$ cat src/shared/relay_logic_map.svh
`ifndef RELAY_LOGIC_MAP_SVH
`define RELAY_LOGIC_MAP_SVH

// Clock period in nanoseconds
`define CLK_PERIOD_NS 10
// Delay from alarm to default, in ms
`define ALARM_DELAY_MS 47
// Length of forced update strobe, in ms
`define DEFAULT_STROBE_MS 1500
// Cycle counts derived from the times
`define ALARM_DELAY_CYCLES ((`ALARM_DELAY_MS * 1000000) / `CLK_PERIOD_NS)
`define DEFAULT_STROBE_CYCLES ((`DEFAULT_STROBE_MS * 1000000) / `CLK_PERIOD_NS)
// Range code of the 100k ohm range
`define RANGE_100K 3'h4
// Width of the timing counter
`define TIMER_WIDTH 28

`endif

$ cat src/shared/relay_logic_pkg.sv
package relay_logic_pkg;

	// Watchdog default sequencing phases
	typedef enum logic [1:0] {
		phase_normal,
		phase_waiting,
		phase_forcing,
		phase_holding
	} alarm_phase_t;

	// Complete state of the block
	typedef struct packed {
		logic [1:0] alarm_meta;
		alarm_phase_t phase;
		logic [27:0] timer;
		logic [7:0] range_select;
		logic low_range_connect_relay;
		logic zero_short_relay;
		logic hf_filter_relay;
		logic dc_line_connect_relay;
		logic current_out_relay_a;
		logic current_out_relay_b;
		logic resistor_out_relay_a;
		logic resistor_out_relay_b;
		logic dc_current_ref_relay;
		logic ac_current_drive_relay;
		logic watchdog_alarm_late;
		logic latch_outputs_tristate;
		logic relay_update_strobe_n;
		logic assembly_present_n;
	} relay_state_t;

endpackage : relay_logic_pkg
$ cat src/core/ohms_range_default_relay_logic.sv
`timescale 1ns/10ps
`include "relay_logic_map.svh"

// Notes on behaviour
// [RULE1] Three-bit range code picks exactly one of eight range relays, 000 lowest.
// [RULE2] A range relay is selected when its select is logic-1, else deselected.
// [RULE3] Low-range connect relay engages only while no megohm range is active.
// [RULE4] Low-range connect drive is reversed: closes when its NOR output is 0.
// [RULE5] Connect closes when ohms off, top code bit 0, zero on, or 100k.
// [RULE6] Zero-short relay on for ohms with zero, or whenever ohms is off.
// [RULE7] Output-off opens current relays for current, resistor relays for ohms.
// [RULE8] Alarm opens DC reference, AC drive, or resistor relays per function.
// [RULE9] After 47 ms of alarm the delayed alarm tristates all latch outputs.
// [RULE10] Delayed alarm also holds the update strobe low for 1.5 seconds.
// [RULE11] Default state activates only HF filter, zero-short, connect, DC-line.
// [RULE12] Presence status line stays at logic-0 while the assembly is fitted.
// [RULE13] Host transfers data then pulses update strobe low for 50 ms.
// [RULE14] Resistor relays energise only for ohms, output on, no alarm.
// [RULE15] Ohms zero deselects all eight range relays whatever the code.
// [RULE16] Alarm dropping before 47 ms aborts the delayed default.
module ohms_range_default_relay_logic (
	input wire logic clk,
	input wire logic reset,
	input wire logic [2:0] resistance_range_code,
	input wire logic resistance_function_select_n,
	input wire logic current_function_select_n,
	input wire logic dc_current_select,
	input wire logic ohms_zero_select,
	input wire logic output_off,
	input wire logic current_hf_filter_select,
	input wire logic dc_line_connect_select,
	input wire logic host_update_strobe_n,
	input wire logic watchdog_alarm,
	output logic [7:0] range_select,
	output logic low_range_connect_relay,
	output logic zero_short_relay,
	output logic hf_filter_relay,
	output logic dc_line_connect_relay,
	output logic current_out_relay_a,
	output logic current_out_relay_b,
	output logic resistor_out_relay_a,
	output logic resistor_out_relay_b,
	output logic dc_current_ref_relay,
	output logic ac_current_drive_relay,
	output logic watchdog_alarm_late,
	output logic latch_outputs_tristate,
	output logic relay_update_strobe_n,
	output logic assembly_present_n
);
	import relay_logic_pkg::*;

	// ----------------------------------------
	// Timing constants
	// ----------------------------------------
	localparam logic [27:0] delay_cycles =
		28'(`ALARM_DELAY_CYCLES);
	localparam logic [27:0] strobe_cycles =
		28'(`DEFAULT_STROBE_CYCLES);

	// ----------------------------------------
	// State
	// ----------------------------------------
	relay_state_t state;
	relay_state_t next_state;
	logic [7:0] decoded;
	logic ohms_sel;
	logic current_sel;
	logic nor_out;
	logic dflt;
	logic alarm;

	// Decode one-hot ranges, one bit per code
	genvar g;
	generate
		for (g = 0; g < 8; g++) begin : g_range_one_hot_decoder
			assign decoded[g] = (resistance_range_code == 3'(g)); // RULE1
		end
	endgenerate

	// Next-state logic
	always_comb begin
		next_state = state;
		// Alarm synchroniser, two flops before use; only the second is read
		next_state.alarm_meta = {state.alarm_meta[0], watchdog_alarm};
		alarm = state.alarm_meta[1];
		dflt = (state.phase != phase_normal) &&
			(state.phase != phase_waiting);
		// Latches tristated: pull-ups give inactive functions, no zero
		ohms_sel = !resistance_function_select_n && !dflt;
		current_sel = !current_function_select_n && !dflt;

		// Delayed alarm sequencing
		unique case (state.phase)
			phase_normal: begin
				next_state.timer = '0;
				if (alarm) begin
					next_state.phase = phase_waiting;
				end
			end
			phase_waiting: begin
				if (!alarm) begin
					next_state.phase = phase_normal; // RULE16
					next_state.timer = '0;
				end else if (state.timer >= delay_cycles - 28'h1) begin
					next_state.phase = phase_forcing; // RULE9
					next_state.timer = '0;
				end else begin
					next_state.timer = state.timer + 28'h1;
				end
			end
			phase_forcing: begin
				if (state.timer >= strobe_cycles - 28'h1) begin
					next_state.phase = phase_holding; // RULE10
					next_state.timer = '0;
				end else begin
					next_state.timer = state.timer + 28'h1;
				end
			end
			phase_holding: begin
				next_state.timer = '0;
				if (!alarm) begin
					next_state.phase = phase_normal;
				end
			end
		endcase

		// Range selects, logic-1 selects, all off in zero or default
		if (ohms_zero_select || dflt) begin
			next_state.range_select = 8'h00; // RULE15
		end else begin
			next_state.range_select = decoded; // RULE2
		end

		// Low-range connect: NOR of closing terms, closes on NOR low
		nor_out = !(resistance_function_select_n || dflt ||
			!resistance_range_code[2] || ohms_zero_select ||
			(resistance_range_code == `RANGE_100K)); // RULE5
		next_state.low_range_connect_relay = !nor_out; // RULE3 RULE4

		// Zero-short relay
		next_state.zero_short_relay = !ohms_sel ||
			(ohms_sel && ohms_zero_select) || dflt; // RULE6

		// Output relays: current gated by off, drive by alarm, resistor by both
		next_state.current_out_relay_a = current_sel && !output_off; // RULE7
		next_state.current_out_relay_b = current_sel && !output_off; // RULE7
		next_state.resistor_out_relay_a =
			ohms_sel && !output_off && !alarm; // RULE14 RULE8
		next_state.resistor_out_relay_b =
			ohms_sel && !output_off && !alarm; // RULE14 RULE8
		next_state.dc_current_ref_relay =
			current_sel && !alarm && dc_current_select; // RULE8
		next_state.ac_current_drive_relay =
			current_sel && !alarm && !dc_current_select; // RULE8

		// Default state relays
		next_state.hf_filter_relay = dflt || current_hf_filter_select; // RULE11
		next_state.dc_line_connect_relay =
			dflt || dc_line_connect_select; // RULE11

		// Delayed alarm and strobe
		next_state.watchdog_alarm_late = dflt;
		next_state.latch_outputs_tristate = dflt; // RULE9
		next_state.relay_update_strobe_n = (state.phase == phase_forcing) ?
			1'b0 : host_update_strobe_n; // RULE10 RULE13
		next_state.assembly_present_n = 1'b0; // RULE12
	end

	// State register
	always_ff @(posedge clk) begin
		if (reset) begin
			state <= '0;
			state.phase <= phase_normal;
			state.relay_update_strobe_n <= 1'b1;
			state.zero_short_relay <= 1'b1;
			state.low_range_connect_relay <= 1'b1;
		end else begin
			state <= next_state;
		end
	end

	// Outputs straight from flops
	assign range_select = state.range_select;
	assign low_range_connect_relay = state.low_range_connect_relay;
	assign zero_short_relay = state.zero_short_relay;
	assign hf_filter_relay = state.hf_filter_relay;
	assign dc_line_connect_relay = state.dc_line_connect_relay;
	assign current_out_relay_a = state.current_out_relay_a;
	assign current_out_relay_b = state.current_out_relay_b;
	assign resistor_out_relay_a = state.resistor_out_relay_a;
	assign resistor_out_relay_b = state.resistor_out_relay_b;
	assign dc_current_ref_relay = state.dc_current_ref_relay;
	assign ac_current_drive_relay = state.ac_current_drive_relay;
	assign watchdog_alarm_late = state.watchdog_alarm_late;
	assign latch_outputs_tristate = state.latch_outputs_tristate;
	assign relay_update_strobe_n = state.relay_update_strobe_n;
	assign assembly_present_n = state.assembly_present_n;

endmodule : ohms_range_default_relay_logic

$ cat config.mk
export PLATFORM = sky130hd
export DESIGN_NAME = ohms_range_default_relay_logic
export DESIGN_NICKNAME = d
export VERILOG_FILES = /design/src/shared/relay_logic_pkg.sv /design/src/core/ohms_range_default_relay_logic.sv
export VERILOG_INCLUDE_DIRS = /design/src /design/src/shared
export SDC_FILE = /design/constraint.sdc
export NUM_CORES = 1
export LEC_CHECK = 0
export BUFFER_PORTS_ARGS = -buffer_cell sky130_fd_sc_hd__buf_4
export CAP_MARGIN = 30
export CORE_ASPECT_RATIO = 1.25
export CORE_MARGIN = 8
export CORE_UTILIZATION = 59
export DETAILED_ROUTE_END_ITERATION = 10
export PLACE_DENSITY = 0.83
export SYNTH_ARGS = -nofsm -noshare
export SYNTH_HDL_FRONTEND = slang
export SYNTH_SLANG_ARGS = --single-unit
$ cat constraint.sdc
create_clock -name clk -period 2.9 [get_ports clk]
set_input_delay 0.145 -clock clk [delete_from_list [all_inputs] [get_ports clk]]
set_output_delay 0.145 -clock clk [all_outputs]
set_load 0.02 [all_outputs]
==> impl_metrics.csv <==
group,metric,value,unit
worst_setup_path,cp.arrival,2250,ps
drt,dr.pass1.iters,4,
outcome,status,"complete, no violations",
sta,fin_ws,846,ps
clock_tree,cts_tree,"built",
worst_hold_path,hold_end,"resistor_out_relay_b$_SDFF_PP0_",
sta,drv_slew,0,
logic_synthesis,yosys.cell_types.count,40,
place,dp_hpwl,2820,um
floorplanning,die_area,5900,um2
floorplanning,initial_utilization,0.619,
logic_synthesis,syn_area_per_cell,9.21,um2
logic_synthesis,yosysMostFrequentCell,"dfxtp_1",
worst_setup_path,start_kind,"flop",
pwr,power_density,497,nW/um2
global_routing,grt_use_total,0.140,
drt,num_vias,1668,
floorplanning,die_h,83.9,um
place,pre_cts_ws,860,ps
floorplanning,coreArea,3510,um2
logic_synthesis,yosysTopAreaCellShare,0.460,
drt,drt_iter0_drc,136,
floorplanning,chipWidth,70.3,um
sta,finalSetupViolCount,0,
worst_hold_path,hold_path_depth,2,
logic_synthesis,ys_seq_area_frac,0.460,
layout,fin_cells,303,
logic_synthesis,yosysWarnings,0,
global_routing,antenna_found_initial,0,
pwr,pwr-share-comb,0.050,
clock_tree,clkLatencyLatePin,300,ps
worst_setup_path,r2r_end,"state[39]$_SDFF_PP0_",
logic_synthesis,synth_edf_count,0,
sta,post-route-period-util,0.708,
global_routing,grt_remaining_overflow,0,
drt,wire_per_inst,13.3,um
pwr,p_int,0.982,mW
drt,ant_nets,0,
pwr,swShare,0.209,
place,portBuffers,34,
sta,worstMarginPinSlew,532,ps
layout,syn2layout_area_growth,14.9,%
worst_setup_path,worstSetupEndpointType,"flop",
clock_tree,clock-sinks,50,
layout,antennaDiodeCount,0,
worst_setup_path,required,3100,ps
sta,rsz0062_at_grt,"no",
place,gp_congestion,0.854,
layout,drive_gt1_frac,0.235,
worst_setup_path,path_class,"flop to flop",
logic_synthesis,synth-seq-cells,50,
pwr,share_seq_of_total_power,0.562,
logic_synthesis,synth_top_area_cell,"dfxtp_1",
clock_tree,cts_root_buffer,"clkbuf_8",
sta,max-slew-margin-rel,0.644,
global_routing,grt_pass1_vias,1633,
pwr,peakVddDrop,0.346,mV
pwr,power.share.clock,0.387,
sta,setup-tns-final,0,ps
clock_tree,clk_pin_slew_worst_paths,90,ps
global_routing,grt_pass1_wl,7050,um
worst_setup_path,ff2ff_setup_slack,850,ps
sta,hold_viol_final,0,
drt,via_per_inst,5.50,
logic_synthesis,synth_top_cells_by_area,"dfxtp_1 46%, xor2_1 7.7%, nor2_1 6.2%",
floorplanning,row_count,24,
worst_setup_path,crit_fanout,18,
drt,drc,0,
sta,skew,4.56,ps
worst_setup_path,r2r-start,"state[22]$_SDFF_PP0_",
sta,min_period,2050,ps
logic_synthesis,synth_ff_type,"dfxtp_1",
layout,final_nets,278,
logic_synthesis,syn-num-nets,251,
global_routing,grt_max_degree,19,
floorplanning,io_pins,36,
drt,wl,4030,um
worst_hold_path,hp-start,"resistance_function_select_n",
clock_tree,htreeDepth,2,
logic_synthesis,syn_inst,236,
sta,fmax,487,MHz
place,dp.cells,292,
pwr,p_switching,0.260,mW
run,maxCapViolCount,0,
pwr,p_leak,0.944,nW
logic_synthesis,syn-cell-area,2170,um2
worst_hold_path,hold_class,"input port to flop",
clock_tree,clk_path_buf_depth,2,
worst_setup_path,r2r_cells,7,
clock_tree,post_cts_resized,0,
clock_tree,cts_buffers,5,
logic_synthesis,async_reset_ff_frac,0,
logic_synthesis,ys_top_cells_by_count,"50 x dfxtp_1, 36 x nor2_1, 19 x xor2_1, 17 x nand2_1, 14 x nand3_1",
==> layer usage <==
| layer | vias up | track usage | wire length (um) |
|---|---|---|---|
| met5 | - | 0 | 0 |
| met4 | 0 | 0.0568 | 63 |
| met3 | 5 | 0.0548 | 289 |
| met2 | 41 | 0.238 | 2010 |
| met1 | 784 | 0.149 | 1660 |
| li1 | 838 | - | - |
==> stage by stage <==
step	cell area (um2)	power, mW	utilization	hold slack [ps]
2_1_floorplan	2170	0.748	-	217
3_3_place_gp	2350	0.774	0.670	312
3_5_place_dp	2350	0.775	0.670	311
4_1_cts	2500	1.25	0.711	3.00
5_1_grt	2500	1.29	0.711	9.39
6_report	2500	1.24	0.711	8.15
==> worst max-delay path, cell delays in order (launching register included) <==
cell     delay (ps)
dfxtp_1         400
ha_1            220
and4_1          410
o311a_1         210
o21ai_2          80
a32oi_4         240
buf_4           290
nor2_1           80
==> final cells by class <==
type                       instances  area [um2]
multi-input combinational        163        1020
inverter                           3        11.3
timing repair buffer              40         308
clock inverter                     3        45.0
fill                             284        1010
tap                               39        48.8
clock buffer                       5        68.8
sequential                        50        1000
==> worst max path at each step <==
| stage | startpoint | endpoint | slack [ps] | depth (start not counted) |
|---|---|---|---|---|
| after floorplan | state[22]$_SDFF_PP0_ | state[44]$_SDFF_PP0_ | 920 | 8 |
| after global placement | state[22]$_SDFF_PP0_ | state[26]$_SDFF_PP0_ | 920 | 7 |
| after detailed placement | state[22]$_SDFF_PP0_ | state[39]$_SDFF_PP0_ | 860 | 7 |
| after CTS | state[22]$_SDFF_PP0_ | state[39]$_SDFF_PP0_ | 830 | 7 |
| after global routing | state[22]$_SDFF_PP0_ | state[26]$_SDFF_PP0_ | 690 | 7 |
| final | state[22]$_SDFF_PP0_ | state[39]$_SDFF_PP0_ | 850 | 7 |
==> power by group through the flow <==
stage	Clock (mW)	Combinational (mW)	Sequential (mW)
after global placement	0	0.0590	0.715
final	0.481	0.0625	0.699
after global routing	0.522	0.0685	0.700
after CTS	0.493	0.0628	0.699
after detailed placement	0	0.0598	0.715
after floorplan	0	0.0262	0.721
==> cells in the final DEF, fill, tap and decap left out, drive strengths merged, types with 6 or more instances in the layout <==
cell / instances
dfxtp: 50
nor2: 46
buf: 37
xor2: 19
nand2: 17
nand3: 14
nand4: 8
nor3: 7
nand2b: 6
xnor2: 6
==> sequential cells by signal, summed over array words and instances, names as in the netlist, named ones only <==
| register | flops |
|---|---|
| ac_current_drive_relay | 1 |
| alarm | 1 |
| current_out_relay_b | 1 |
| dc_current_ref_relay | 1 |
| dc_line_connect_relay | 1 |
| hf_filter_relay | 1 |
| latch_outputs_tristate | 1 |
| low_range_connect_relay | 1 |
| next_state | 1 |
| range_select | 8 |
| relay_update_strobe_n | 1 |
| resistor_out_relay_b | 1 |
| state | 29 |
| zero_short_relay | 1 |
==> what timing repair did <==
action | CTS | global route
endpoints found under the setup margin | 0 | 0
hold buffers | 3 | 0
endpoints found under the hold margin | 2 | 0
buffers inserted | 0 | 0
==> cell families after synthesis <==
logic type / after synthesis / synth area share
adder cells (fa/ha/maj): 1 / 0.00575
flip-flops: 50 / 0.460
AO/OA/AOI/OAI: 13 / 0.0627
buffers and inverters: 23 / 0.0725
other: 1 / 0.00172
XOR/XNOR: 25 / 0.101
AND/OR/NAND/NOR: 123 / 0.296
Power figures use the tool's default switching activity.
